--- src/verilog/rsr_pkg.sv ---
// Package: register map, field layout and codes of the status/mode report
package rsr_pkg;
  localparam int ADDR_W = 8;
  localparam int DATA_W = 8;
  localparam logic [7:0] OFF_COMMAND = 8'h00;
  localparam logic [7:0] OFF_CHAN_EVT = 8'h02;
  localparam logic [7:0] OFF_IDLE_CFG = 8'h10;
  localparam logic [7:0] OFF_OP_STATE = 8'h3C;
  // Command codes
  localparam logic [7:0] CMD_RECEIVE = 8'h01;
  localparam logic [7:0] CMD_IDLE = 8'h03;
  // Field positions of the channel and event status register and of the idle configuration register
  localparam int CH_LSB = 4;
  localparam int CH_W = 4;
  localparam int CAUSE_LSB = 1;
  localparam int CAUSE_W = 3;
  localparam int BUSY_BIT = 0;
  localparam int PROBE_EN_BIT = 0;
  localparam logic [7:0] IDLE_CFG_RST = 8'h00;
  localparam logic [7:0] ZERO_BYTE = 8'h00;
  // Interrupt cause codes
  localparam logic [2:0] CAUSE_CRC_FAIL = 3'h7;
  localparam logic [2:0] CAUSE_DWELL_TO = 3'h6;
  localparam logic [2:0] CAUSE_CCA_FAIL = 3'h5;
  localparam logic [2:0] CAUSE_TX_DONE = 3'h4;
  localparam logic [2:0] CAUSE_TX_BUF = 3'h3;
  localparam logic [2:0] CAUSE_RX_DATA = 3'h2;
  localparam logic [2:0] CAUSE_HOUSEKEEP = 3'h1;
  localparam logic [2:0] CAUSE_LOW_BATT = 3'h0;
  // Event request vector, index order sets priority (highest index wins)
  localparam int EV_LOW_BATT = 0;
  localparam int EV_HOUSEKEEP = 1;
  localparam int EV_RX_DATA = 2;
  localparam int EV_TX_BUF = 3;
  localparam int EV_TX_DONE = 4;
  localparam int EV_CCA_FAIL = 5;
  localparam int EV_DWELL_TO = 6;
  localparam int EV_CRC_FAIL = 7;
  localparam int EV_N = 8;
  // Operating state codes; the last six are chosen values
  localparam logic [3:0] ST_UNDETERMINED = 4'hF;
  localparam logic [3:0] ST_STARTUP = 4'hB;
  localparam logic [3:0] ST_ROM_COPY = 4'hA;
  localparam logic [3:0] ST_CAL_LNA = 4'h9;
  localparam logic [3:0] ST_CAL_PLL = 4'h8;
  localparam logic [3:0] ST_CAL_RC = 4'h7;
  localparam logic [3:0] ST_CAL_KICK = 4'h6;
  localparam logic [3:0] ST_NV_READ = 4'h5;
  localparam logic [3:0] ST_NV_WRITE = 4'h4;
  localparam logic [3:0] ST_IDLE = 4'h3;
  localparam logic [3:0] ST_TX = 4'h2;
  localparam logic [3:0] ST_RX = 4'h1;
  localparam logic [3:0] ST_STANDBY = 4'h0;
  localparam int ST_W = 4;
  // Activity inputs: each bit tags one busy-causing job
  localparam int ACT_CAL = 0;
  localparam int ACT_NV = 1;
  localparam int ACT_RX_PKT = 2;
  localparam int ACT_TX_BUF = 3;
  localparam int ACT_HOUSEKEEP = 4;
  localparam int ACT_BURST = 5;
  localparam int ACT_N = 6;
  // Mode controller states, Gray coded along standby-idle-rx
  typedef enum logic [1:0] {
    RSR_STANDBY = 2'b00,
    RSR_IDLE = 2'b01,
    RSR_RX = 2'b11
  } rsr_mode_e;
endpackage

--- src/verilog/rsr_event_latch.sv ---
// Sticky clear-on-read event latch for the channel and event status register
`timescale 1ns/10ps
`default_nettype none
module rsr_event_latch
  import rsr_pkg::*;
(
  input wire logic i_core_clk, // System clock
  input wire logic i_reset, // Synchronous reset, active high
  input wire logic [EV_N-1:0] i_event, // Event pulses
  input wire logic i_cca_done, // CCA transmission finished
  input wire logic i_cca_busy, // Channel found not clear
  input wire logic i_probe_hit, // Probe found energy or packet
  input wire logic [CH_W-1:0] i_channel, // Channel in use
  input wire logic i_chan_wr, // Host forces channel field
  input wire logic [CH_W-1:0] i_chan_wdata, // Forced channel
  input wire logic i_clear, // Host read of the register
  output logic [CAUSE_W-1:0] o_cause, // Latched interrupt cause
  output logic o_not_clear, // Latched channel busy flag
  output logic [CH_W-1:0] o_channel // Latched channel index
);
  logic [CAUSE_W-1:0] cause_d, cause_q;
  logic not_clear_d, not_clear_q;
  logic [CH_W-1:0] chan_d, chan_q;

  function automatic logic [CAUSE_W-1:0] encode_cause(
    input logic [EV_N-1:0] ev
  );
    logic [CAUSE_W-1:0] c;
    c = CAUSE_LOW_BATT;
    for (int k = 0; k < EV_N; k++) begin
      if (ev[k]) begin
        c = CAUSE_W'(k);
      end
    end
    return c;
  endfunction

  // A new event in the read cycle survives: set wins over clear
  always_comb begin
    cause_d = i_clear ? CAUSE_LOW_BATT : cause_q;
    not_clear_d = i_clear ? 1'b0 : not_clear_q;
    chan_d = chan_q;
    if (|i_event) begin
      cause_d = encode_cause(i_event);
    end
    if (i_cca_done) begin
      chan_d = i_channel;
      if (i_cca_busy) begin
        not_clear_d = 1'b1;
      end
    end
    if (i_probe_hit) begin
      chan_d = i_channel;
    end
    if (i_chan_wr) begin
      chan_d = i_chan_wdata;
    end
  end

  always_ff @(posedge i_core_clk) begin
    if (i_reset) begin
      cause_q <= CAUSE_LOW_BATT;
      not_clear_q <= 1'b0;
      chan_q <= '0;
    end else begin
      cause_q <= cause_d;
      not_clear_q <= not_clear_d;
      chan_q <= chan_d;
    end
  end

  assign o_cause = cause_q;
  assign o_not_clear = not_clear_q;
  assign o_channel = chan_q;
endmodule
`default_nettype wire

--- src/verilog/rsr_status_report.sv ---
// Status and mode report register bank of the radio transceiver
//
// Strobed register access was chosen for this implementation.
`timescale 1ns/10ps
`default_nettype none
module rsr_status_report
  import rsr_pkg::*;
(
  input wire logic i_core_clk, // System clock, 200 MHz
  input wire logic i_reset, // Synchronous reset, active high
  input wire logic [ADDR_W-1:0] i_addr, // Register address
  input wire logic [DATA_W-1:0] i_wdata, // Write data
  input wire logic i_wr, // Write strobe
  input wire logic i_rd, // Read strobe
  output logic [DATA_W-1:0] o_rdata, // Read data, one cycle after i_rd
  input wire logic [ACT_N-1:0] i_activity, // Busy-causing jobs running
  input wire logic [EV_N-1:0] i_event, // Interrupt cause pulses
  input wire logic i_cca_done, // CCA transmission finished pulse
  input wire logic i_cca_busy, // Channel not clear, with cca_done
  input wire logic i_probe_hit, // Probe energy or packet pulse
  input wire logic [CH_W-1:0] i_channel, // Channel in use
  input wire logic i_force_channel, // Force channel mode enabled
  input wire logic [3:0] i_sys_state, // Internal state when not moded
  input wire logic i_sys_state_vld, // Internal state overrides mode
  output logic o_busy, // Busy flag
  output logic o_rx_mode, // Receiver mode active
  output logic o_idle_mode, // Idle mode active
  output logic o_probe_en // Periodic energy probe wakeups
);
  // ===========================================================
  // Register bank
  // ===========================================================
  logic [DATA_W-1:0] rdata_d, rdata_q;
  logic [DATA_W-1:0] idle_cfg_d, idle_cfg_q;
  logic busy_d, busy_q;
  logic probe_d, probe_q;
  logic rx_d, rx_q;
  logic idle_d, idle_q;
  rsr_mode_e mode_d, mode_q;
  logic [CAUSE_W-1:0] cause;
  logic not_clear;
  logic [CH_W-1:0] chan;
  logic rd_status, chan_wr;

  function automatic logic hit(
    input logic [ADDR_W-1:0] a,
    input logic [ADDR_W-1:0] off
  );
    return a == off;
  endfunction

  // Clearing only on a read keeps a write of the channel harmless
  assign rd_status = i_rd && hit(i_addr, OFF_CHAN_EVT);
  assign chan_wr = i_wr && hit(i_addr, OFF_CHAN_EVT) && i_force_channel;

  rsr_event_latch u_evt (
    .i_core_clk(i_core_clk),
    .i_reset(i_reset),
    .i_event(i_event),
    .i_cca_done(i_cca_done),
    .i_cca_busy(i_cca_busy),
    .i_probe_hit(i_probe_hit),
    .i_channel(i_channel),
    .i_chan_wr(chan_wr),
    .i_chan_wdata(i_wdata[CH_LSB +: CH_W]),
    .i_clear(rd_status),
    .o_cause(cause),
    .o_not_clear(not_clear),
    .o_channel(chan)
  );

  // ===========================================================
  // Mode control
  // ===========================================================
  always_comb begin
    mode_d = mode_q;
    idle_cfg_d = idle_cfg_q;
    if (i_wr && hit(i_addr, OFF_COMMAND)) begin
      if (i_wdata == CMD_RECEIVE) begin
        mode_d = RSR_RX;
      end else if (i_wdata == CMD_IDLE) begin
        mode_d = RSR_IDLE;
      end
    end
    if (i_wr && hit(i_addr, OFF_IDLE_CFG)) begin
      idle_cfg_d = i_wdata;
    end
    // Mode pins are registered decodes, so no gate follows the flop
    rx_d = (mode_d == RSR_RX);
    idle_d = (mode_d == RSR_IDLE);
    // Probe only runs while idle; enabling it elsewhere waits
    probe_d = idle_d && idle_cfg_d[PROBE_EN_BIT];
    // Busy follows activity with one register stage
    busy_d = |i_activity;
  end

  always_ff @(posedge i_core_clk) begin
    if (i_reset) begin
      mode_q <= RSR_STANDBY;
      idle_cfg_q <= IDLE_CFG_RST;
      probe_q <= 1'b0;
      rx_q <= 1'b0;
      idle_q <= 1'b0;
      busy_q <= 1'b0;
    end else begin
      mode_q <= mode_d;
      idle_cfg_q <= idle_cfg_d;
      probe_q <= probe_d;
      rx_q <= rx_d;
      idle_q <= idle_d;
      busy_q <= busy_d;
    end
  end

  // ===========================================================
  // Read path
  // ===========================================================
  function automatic logic [3:0] state_code(
    input rsr_mode_e m,
    input logic vld,
    input logic [3:0] sys
  );
    logic [3:0] s;
    s = ST_STANDBY;
    if (vld) begin
      s = sys;
    end else begin
      unique case (m)
        RSR_STANDBY: begin
          s = ST_STANDBY;
        end
        RSR_IDLE: begin
          s = ST_IDLE;
        end
        RSR_RX: begin
          s = ST_RX;
        end
        default: begin
          s = ST_UNDETERMINED;
        end
      endcase
    end
    return s;
  endfunction

  always_comb begin
    rdata_d = ZERO_BYTE;
    if (i_rd) begin
      unique case (i_addr)
        OFF_CHAN_EVT: begin
          rdata_d[CH_LSB +: CH_W] = chan;
          rdata_d[CAUSE_LSB +: CAUSE_W] = cause;
          // Busy is shared with the not-clear flag on bit 0
          rdata_d[BUSY_BIT] = busy_q | not_clear;
        end
        OFF_IDLE_CFG: begin
          rdata_d = idle_cfg_q;
        end
        OFF_OP_STATE: begin
          rdata_d[ST_W-1:0] = state_code(mode_q, i_sys_state_vld, i_sys_state);
        end
        default: begin
          rdata_d = ZERO_BYTE;
        end
      endcase
    end
  end

  always_ff @(posedge i_core_clk) begin
    if (i_reset) begin
      rdata_q <= ZERO_BYTE;
    end else begin
      rdata_q <= rdata_d;
    end
  end

  assign o_rdata = rdata_q;
  assign o_busy = busy_q;
  assign o_rx_mode = rx_q;
  assign o_idle_mode = idle_q;
  assign o_probe_en = probe_q;
endmodule
`default_nettype wire
--- config.mk ---
export PLATFORM = sky130hd
export DESIGN_NAME = rsr_status_report
export DESIGN_NICKNAME = d
export VERILOG_FILES = /design/src/verilog/rsr_pkg.sv /design/src/verilog/rsr_event_latch.sv /design/src/verilog/rsr_status_report.sv
export SDC_FILE = /design/constraint.sdc
export NUM_CORES = 1
export LEC_CHECK = 0
export ABC_AREA = 1
export BUFFER_PORTS_ARGS = -buffer_cell sky130_fd_sc_hd__buf_2
export CORE_AREA = 2 2 61 63
export DETAILED_ROUTE_END_ITERATION = 8
export DIE_AREA = 0 0 63 65
export PLACE_DENSITY = 0.79
export SYNTH_ARGS = -nofsm -noshare
export SYNTH_HDL_FRONTEND = slang
export SYNTH_SLANG_ARGS = --single-unit
export TNS_END_PERCENT = 50
--- constraint.sdc ---
create_clock -name i_core_clk -period 1.99 [get_ports i_core_clk]
set_clock_uncertainty 0.2 [all_clocks]
set_input_delay 0 -clock i_core_clk [delete_from_list [all_inputs] [get_ports i_core_clk]]
set_output_delay 0 -clock i_core_clk [all_outputs]
set_load 0.03 [all_outputs]
==> metrics.cfg, run 1 <==
[floorplan]
start_util_pct = 44.8
rows = 22
die_h_um = 65
io_pins = 59
core-area_sq_mm = 0.00350
die_x_um = 63
die-area_sq_mm = 0.00410

[detailed_routing]
wl_met1_um = 2390
vias_per_cell = 5.12
topRoutingLayerUsed = met4
wirelength_um = 5770
ant_nets = 0
drt_iter0_drc = 191
wl_met3_um = 440
wl_met2_um = 2730
routedWlPerCell_um = 14.1
dr.pass1.iters = 5
remaining_drc_errors = 0
num_vias = 2101

[yosys]
synth_nets = 275
avgSynthCellArea_sq_um = 6.94
synth_area_leaders = dfxtp_1 (38%), nand2_1 (11%), nor2_1 (9.6%)
synth_enable_flop_cells = 0
netlist_area_sq_mm = 0.00157
netlist_top_cells_count = nand2_1 (44), nor2_1 (40), dfxtp_1 (30)
yosysWarnings = 0
yosysSeqAreaShare_pct = 38.3
yosysTopAreaCell = dfxtp_1
synthCells = 226
yosysMostFrequentCell = nand2_1
synthArstFlopShare_pct = 0
synth_ff_type = dfxtp_1
ys_ff_latch = 30
yosysUniqueCellTypes = 27
synth_top_area_share_pct = 38.3

[timing]
maxSlewViolCount = 0
hold_slack_ns = 0.00766
setup-violations-final = 1
maxSlewHeadroom_pct = 70.4
timing.final.crit_share_pct = 101
min_period_ns = 2.02
fmax_mhz = 496
tns_ns = -0.0263
finalHoldViolations = 0
worst_pin_slew_ns = 0.442
rsz0062_at_grt = true
worst_slack_ns = -0.0263

[critical_path]
slowest_stage = dlygate4sd3_1
arrival_ns = 2.09
crit_path_end_kind = register
cp-start-kind = input pin
critPathRequiredTime_ns = 2.07
crit_chain = dlygate4sd3_1, buf_2, nor2_4, nand3_1, nor2_1, nand2_1, dlygate4sd3_1, a21oi_2, nand2_1, nor2_2
crit_fanout = 3
max_stage_delay_ns = 0.59
worstSetupPathType = in2reg

[finish]
regArea_sq_um = 603
nets = 410
area_growth_pct = 73.9
drive_above_1_share_pct = 29.6
fillCellCount = 218
fin_util_pct = 78.0
diodes = 0
multiInputGateArea_sq_um = 865
final_area_sq_mm = 0.00273

[placed_design]
place_hpwl_um = 2710
postPlaceCellArea_sq_mm = 0.00190
port_buffers = 58
gp_congestion = 0.849

[clock_network]
clock_sink_count = 30
clkTransAtPathRegs_ns = 0.10
h-tree-depth = 2
root_buffer = clkbuf_4
cts_tree = yes
clk-insertion-delay-late_ns = 0.34
clockBufferDepth = 2
cts-buffers-inserted = 5

[power]
power_density_mw_per_mm2 = 498
ir_drop_mv = 0.377
p_leak_nw = 1.33

[run]
cap_viol_max_count = 0

[global_route]
grt_pass1_vias = 1894
grt_max_degree = 15
globalRouteTotalUtil_pct = 27.2
grt_pass1_wl_um = 8660
antenna_found_initial = 0
grt_overflow = 0

[outcome]
violations = setup timing
status = finished, violations left

[hold_path]
hp-class = in2reg

where the power goes:
part | internal [mW] | switching, mW | total (mW) | leakage [nW]
registers | 0.613 | 0.00775 | 0.621 | 0.245
clock network | 0.265 | 0.221 | 0.485 | 0.0385
logic | 0.134 | 0.117 | 0.251 | 1.05
kinds of logic after synthesis:
group / share of synthesized area [%]
AO/OA/AOI/OAI: 13.1
buffers and inverters: 8.54
AND/OR/NAND/NOR: 38.5
adder cells (fa/ha/maj): 1.60
flip-flops: 38.3
critical path: cells and delay by family:
| family | cells | cell delay (ns) |
|---|---|---|
| AND/OR/NAND/NOR | 6 | 0.62 |
| AO/OA/AOI/OAI | 1 | 0.15 |
| buffers and inverters | 3 | 1.32 |
layout make-up:
type | count | area share [%]
timing repair buffer | 131 | 36.8
multi-input combinational | 163 | 31.7
sequential | 30 | 22.1
inverter | 30 | 4.27
tap | 48 | 2.20
clock buffer | 6 | 1.51
clock inverter | 2 | 1.38
state kept, by name, summed over array words and instances, names as in the netlist:
| register | flops |
|---|---|
| o_busy | 1 |
| u_evt.o_cause | 3 |
| u_evt.o_channel | 4 |
| o_rdata | 8 |
| mode_q | 2 |
| o_probe_en | 1 |
| idle_cfg_q | 8 |
| u_evt.o_not_clear | 1 |
| o_rx_mode | 1 |
| o_idle_mode | 1 |
cells in the final DEF, fill, tap and decap left out, drive strengths merged, types with 2 or more instances in the layout:
cell type / instances
o21ai: 17
nand2: 51
inv: 29
dfxtp: 30
nor2: 48
nor3: 3
o211ai: 2
a21oi: 18
clkinvlp: 2
dlygate4sd3: 62
buf: 67
clkbuf: 6
ha: 2
or2: 2
nand3: 16
dlymetal6s4s: 2
metrics by stage:
step | setup slack [ns] | power, mW | std cells
finish | -0.0263 | 1.36 | 410
global placement | 0.575 | 0.774 | 329
floorplan | 0.610 | 0.706 | 226
CTS | 0.0147 | 1.33 | 405
detailed placement | 0.532 | 0.778 | 329
global route | -0.0734 | 1.41 | 410
per-layer routing:
layer	up-vias	GRT usage, %
met5	-	0
met4	0	15.3
met3	25	4.69
met2	135	44.1
met1	954	34.3
li1	987	-
what timing repair did:
item / 4_1_cts / 5_1_grt
setup buffers: 0 / 9
resized for setup: 0 / 16
endpoints found under the hold margin: 29 / 0
hold buffers: 68 / 0
endpoints found under the setup margin: 0 / 15
final timing paths:
kind | from | end | slack (ns) | cells past startpoint
setup / recovery | i_wdata[7] | o_probe_en | -0.03 | 10
hold / removal | i_addr[6] | u_evt.o_channel[2] | 0.008 | 8
hold reg to reg | u_evt.o_channel[1] | o_rdata[5] | 0.30 | 2
setup reg to reg | mode_q[0] | o_rdata[2] | 0.09 | 8
No activity file was read; power rests on OpenSTA's default activity.
==> inputs of run 2 (changes only) <==
SETUP_SLACK_MARGIN = 0.3   (was default)
==> run 2 against run 1 <==
The run ends with hold timing left. Worst setup slack better by 0.41 ns. Combinational power down 13%. Design area down 11%. Power down 2.1%. Critical path depth down 1. Core utilization down 8.3 points. Sequential share of layout area up 2.5 points. Largest cell class is now multi-input gates. Highest routed layer unchanged.
==> metrics.cfg, run 2 (synthesis gave the netlist of run 1 again) <==
[clock_network]
cts-buffers-inserted = 5  ; unchanged
clockBufferDepth = 2  ; unchanged
h-tree-depth = 2  ; unchanged
root_buffer = clkbuf_4  ; unchanged
clkTransAtPathRegs_ns = 0.10  ; about the same
cts_tree = yes  ; unchanged
clock_sink_count = 30  ; unchanged
clk-insertion-delay-late_ns = 0.34  ; about the same

[critical_path]
crit_path_end_kind = register  ; unchanged
cp-start-kind = input pin  ; unchanged
regToRegEndpoint = o_rdata[3]  ; was o_rdata[2]
worstSetupPathType = in2reg  ; unchanged
crit_fanout = 3  ; unchanged
max_stage_delay_ns = 0.58  ; was 0.59 ns
crit_chain = buf_2, dlygate4sd3_1, nand3_1, nor2_1, dlygate4sd3_1, nand3_1, nand3_1, nand2_1, inv_1  ; was dlygate4sd3_1, buf_2, nor2_4, nand3_1, nor2_1, nand2_1, dlygate4sd3_1, a21oi_2, nand2_1, nor2_2
arrival_ns = 1.70  ; was 2.09 ns
rr_startpoint = mode_q[0]  ; unchanged
rr_worst_depth = 7  ; was 8
cpMostUsedCell = nand3_1
critPathRequiredTime_ns = 2.09  ; was 2.07 ns
r2r_slack_ns = 0.52  ; was 0.09 ns
slowest_stage = dlygate4sd3_1  ; unchanged

[power]
switching_share_pct = 25.2  ; was 25.4%
internal-power_mw = 0.994  ; was 1.01 mW
pwr-share-clk_pct = 36.8  ; was 35.8%
ir_drop_mv = 0.401  ; was 0.377 mV
p_leak_nw = 1.20  ; was 1.33 nW
fin_total_pwr_mw = 1.33  ; was 1.36 mW
p_comb_share_pct = 16.5  ; was 18.5%
power_density_mw_per_mm2 = 545  ; was 498 mW/mm^2
p_switching_mw = 0.335  ; was 0.345 mW
pwr-share-seq_pct = 46.7  ; was 45.7%

[finish]
nets = 383  ; was 410
fin_util_pct = 69.7  ; was 78.0%
final_cell_mix = buf_2 (58), nand2_1 (44), dlygate4sd3_1 (44), nor2_1 (39), dfxtp_1 (30)  ; was dlygate4sd3_1 (62), buf_2 (58), nand2_1 (43), nor2_1 (37), dfxtp_1 (28)
layout_commonest_cell = buf_2  ; was dlygate4sd3_1
final_cells = 383  ; was 410
drive_above_1_share_pct = 27.2  ; was 29.6%
diodes = 0  ; unchanged
final_area_sq_mm = 0.00244  ; was 0.00273 sq mm
area_growth_pct = 55.5  ; was 73.9%
fillCellCount = 278  ; was 218

[outcome]
violations = hold timing  ; was setup timing
status = finished, violations left  ; unchanged

[timing]
timing.final.crit_share_pct = 80.8  ; was 101%
finalHoldViolations = 2  ; was 0
tns_ns = 0  ; was -0.0263 ns
fmax_mhz = 622  ; was 496 MHz
worst_pin_slew_ns = 0.343  ; was 0.442 ns
hold_slack_ns = -0.00806  ; was 0.00766 ns
rsz0062_at_grt = true  ; unchanged
setup-violations-final = 0  ; was 1
maxSlewHeadroom_pct = 77.1  ; was 70.4%
maxSlewViolCount = 0  ; unchanged
min_period_ns = 1.61  ; was 2.02 ns
worst_slack_ns = 0.381  ; was -0.0263 ns

[placed_design]
pre_cts_ws_ns = 0.532  ; unchanged
place_hpwl_um = 2710  ; unchanged
gp_congestion = 0.849  ; unchanged
placed_cells = 329  ; unchanged
port_buffers = 58  ; unchanged
postPlaceCellArea_sq_mm = 0.00190  ; unchanged

[global_route]
globalRouteTotalUtil_pct = 23.3  ; was 27.2%
grt_pass1_wl_um = 7460  ; was 8660 um
grt_max_degree = 15  ; unchanged
antenna_found_initial = 0  ; unchanged
grt_overflow = 0  ; unchanged
grt_pass1_vias = 1730  ; was 1894

[run]
cap_viol_max_count = 0  ; unchanged

[hold_path]
holdPathEnd = o_rdata[2]  ; was u_evt.o_channel[2]
hp-class = in2reg  ; unchanged
holdPathStages = 7  ; was 8
hold_start = i_addr[2]  ; was i_addr[6]

[floorplan]
start_util_pct = 44.8  ; unchanged
die_h_um = 65  ; unchanged
die_x_um = 63  ; unchanged
die-area_sq_mm = 0.00410  ; unchanged
core-area_sq_mm = 0.00350  ; unchanged
rows = 22  ; unchanged
io_pins = 59  ; unchanged

[detailed_routing]
num_vias = 1874  ; was 2101
wirelength_um = 4680  ; was 5770 um
remaining_drc_errors = 0  ; unchanged
routedWlPerCell_um = 12.2  ; was 14.1 um
ant_nets = 0  ; unchanged
drt_iter0_drc = 122  ; was 191
vias_per_cell = 4.89  ; was 5.12
dr.pass1.iters = 6  ; was 5

run 2: repair_timing:
| item | in CTS | in global routing |
|---|---|---|
| endpoints found under the setup margin | 0 | 5 |
| resized for setup | 0 | 2 |
| buffers inserted | 0 | 2 |
| hold buffers | 44 | 0 |
| endpoints found under the hold margin | 29 | 0 |
run 2: final cells by class:
class                   count  area, sq um  area share (%)
multi-input cells         163          836            34.3
clock buffers               6         41.3            1.69
inverters                  30          116            4.77
flip-flops and latches     30          601            24.6
repair buffers            104          746            30.6
clock inverters             2         37.5            1.54
well taps                  48         60.1            2.46
run 2: worst max path at each step:
stage | start | end | slack [ns] | cells after the start
global placement | mode_q[0] | o_rdata[3] | 0.57 | 7
finish | i_addr[3] | o_rdata[0] | 0.38 | 9
global route | i_event[2] | u_evt.o_cause[0] | 0.27 | 8
floorplan | mode_q[0] | o_rdata[3] | 0.61 | 7
detailed placement | mode_q[0] | o_rdata[3] | 0.53 | 7
CTS | i_reset | o_busy | 0.33 | 6
run 2: worst max-delay path: cells and delay by family:
kind | cells | cell delay (ns)
buffers and inverters | 4 | 1.28
and+or+nand+nor | 5 | 0.42
run 2: power by group through the flow:
stage               logic (mW)  registers, mW  clock network [mW]
global placement         0.141          0.633                   0
global route             0.239          0.622               0.525
floorplan               0.0715          0.634                   0
finish                   0.219          0.621               0.489
CTS                      0.206          0.620               0.487
detailed placement       0.144          0.634                   0
run 2: layer usage:
| metal | global-route usage [%] | wire length (um) | vias up |
|---|---|---|---|
| met5 | 0 | 0 | - |
| met4 | 10.0 | 206 | 0 |
| met3 | 5.73 | 320 | 31 |
| met2 | 39.5 | 2230 | 93 |
| met1 | 28.0 | 1930 | 819 |
| li1 | - | - | 931 |
==> inputs of run 3 (changes only) <==
CORE_AREA = 2 2 63 65   (was 2 2 61 63)
DIE_AREA = 0 0 65 67   (was 0 0 63 65)
PLACE_DENSITY = 0.78   (was 0.79)
clock period = 1.33 ns   (was 1.99 ns; I/O delays follow)
==> run 3 against run 2 <==
The flow still finishes with violations (hold timing). Critical path type is now reg2reg. Global-route usage fell by 1.8 points. Highest routed layer unchanged. Via count decreased by 4.2%. Power up 52%. Flip-flop and latch count stayed put.
==> metrics.cfg, run 3 (synthesis gave the netlist of run 1 again) <==
[outcome]
status = finished, violations left  ; unchanged
violations = hold timing  ; unchanged

[power]
internal-power_mw = 1.49  ; was 0.994 mW
p_comb_share_pct = 15.4  ; was 16.5%
pwr-share-seq_pct = 45.8  ; was 46.7%
power_density_mw_per_mm2 = 831  ; was 545 mW/mm^2
ir_drop_mv = 0.548  ; was 0.401 mV
p_switching_mw = 0.535  ; was 0.335 mW
p_leak_nw = 1.21  ; was 1.20 nW
pwr-share-clk_pct = 38.9  ; was 36.8%
switching_share_pct = 26.4  ; was 25.2%

[detailed_routing]
dr.pass1.iters = 4  ; was 6
num_vias = 1795  ; was 1874
routedWlPerCell_um = 12.2  ; about the same
remaining_drc_errors = 0  ; unchanged
vias_per_cell = 4.80  ; was 4.89
wirelength_um = 4560  ; was 4680 um
ant_nets = 0  ; unchanged
drt_iter0_drc = 159  ; was 122

[timing]
hold_slack_ns = -0.220  ; was -0.00806 ns
tns_ns = 0  ; unchanged
maxSlewViolCount = 0  ; unchanged
min_period_ns = 1.33
maxSlewHeadroom_pct = 64.0  ; was 77.1%
setup-violations-final = 0  ; unchanged
timing.final.crit_share_pct = 99.8
rsz0062_at_grt = true  ; unchanged
worst_pin_slew_ns = 0.539  ; was 0.343 ns
fmax_mhz = 753
finalHoldViolations = 13  ; was 2
worst_slack_ns = 0.00242  ; was 0.381 ns

[finish]
nets = 374  ; was 383
final_cell_mix = buf_2 (55), nand2_1 (42), nor2_1 (38), dfxtp_1 (28), inv_1 (26)  ; was buf_2 (58), nand2_1 (44), dlygate4sd3_1 (44), nor2_1 (39), dfxtp_1 (30)
area_growth_pct = 55.4  ; was 55.5%
final_area_sq_mm = 0.00244  ; about the same
diodes = 0  ; unchanged
fin_util_pct = 67.6  ; was 69.7%
regArea_sq_um = 606  ; was 601 sq um
multiInputGateArea_sq_um = 902  ; was 836 sq um
fillCellCount = 291  ; was 278
layout_commonest_cell = buf_2  ; unchanged
drive_above_1_share_pct = 35.6  ; was 27.2%

[floorplan]
die-area_sq_mm = 0.00436  ; was 0.00410 sq mm
core-area_sq_mm = 0.00361  ; was 0.00350 sq mm
start_util_pct = 43.5  ; was 44.8%
io_pins = 59  ; unchanged
die_h_um = 67  ; was 65 um
die_x_um = 65  ; was 63 um
rows = 22  ; unchanged

[placed_design]
place_hpwl_um = 2870  ; was 2710 um
port_buffers = 58  ; unchanged
gp_congestion = 0.844  ; was 0.849
postPlaceCellArea_sq_mm = 0.00196  ; was 0.00190 sq mm
pre_cts_ws_ns = -0.0275  ; was 0.532 ns

[global_route]
grt_overflow = 0  ; unchanged
grt_pass1_wl_um = 7070  ; was 7460 um
antenna_found_initial = 0  ; unchanged
globalRouteTotalUtil_pct = 21.5  ; was 23.3%
grt_max_degree = 14  ; was 15
grt_pass1_vias = 1658  ; was 1730

[critical_path]
cp-start-kind = register  ; was input pin
critPathRequiredTime_ns = 1.31  ; was 2.09 ns
crit_path_end_kind = register  ; unchanged
worstSetupPathType = reg2reg  ; was in2reg
arrival_ns = 1.31  ; was 1.70 ns
crit_fanout = 3  ; unchanged

[run]
cap_viol_max_count = 0  ; unchanged

[clock_network]
clk-insertion-delay-late_ns = 0.29  ; was 0.34 ns
cts-buffers-inserted = 5  ; unchanged
root_buffer = clkbuf_8  ; was clkbuf_4
cts_tree = yes  ; unchanged
clockBufferDepth = 2  ; unchanged
h-tree-depth = 2  ; unchanged
clkTransAtPathRegs_ns = 0.07  ; was 0.10 ns
clock_sink_count = 30  ; unchanged

[hold_path]
hp-class = in2reg  ; unchanged

## run 3: per-stage QoR
stage	power [mW]	cells
after CTS	2.00	368
after global placement	1.17	336
after global routing	2.10	374
after floorplan	1.06	226
final	2.02	374
after detailed placement	1.17	336
## run 3: final timing paths
kind	start	end	slack [ns]	cells past startpoint
setup / recovery	mode_q[0]	o_rdata[3]	0.002	7
setup reg to reg	mode_q[0]	o_rdata[3]	0.002	7
hold reg to reg	u_evt.o_channel[1]	o_rdata[5]	0.26	2
hold / removal	i_activity[0]	o_busy	-0.22	5
## run 3: critical path: stages (launching register included)
cell     delay, ns
dfxtp_2       0.32
inv_2         0.05
ha_4          0.15
or2_4         0.22
nand3_2       0.08
o21ai_1       0.06
nor2_1        0.08
nor2_1        0.04
## run 3: cell type report
cell class              count  share of cell area, %
multi-input cells         163                   37.0
repair buffers             95                   27.1
flip-flops and latches     30                   24.9
inverters                  30                   4.62
clock buffers               6                   3.39
well taps                  48                   2.47
clock inverters             2                  0.514
## run 3: per-layer routing
layer  share of wire [%]  track usage [%]  wire length (um)
met1                  41             24.2              1870
met2                  51             38.4              2330
met3                 6.4             6.08               293
met4                 1.5             8.24                70
met5                   0                0                 0
## run 3: power groups by stage
stage | Combinational [mW] | Sequential (mW) | Clock [mW]
after floorplan | 0.109 | 0.949 | 0
after global placement | 0.223 | 0.947 | 0
after detailed placement | 0.227 | 0.948 | 0
after CTS | 0.278 | 0.925 | 0.791
after global routing | 0.342 | 0.928 | 0.833
final | 0.311 | 0.926 | 0.786
## run 3: repair_timing
| item | in CTS | in global routing |
|---|---|---|
| setup buffers | 2 | 4 |
| setup endpoints to repair | 5 | 22 |
| endpoints found under the hold margin | 28 | 9 |
| hold buffers | 22 | 4 |
| resized for setup | 2 | 30 |
| pin swaps | 5 | 16 |
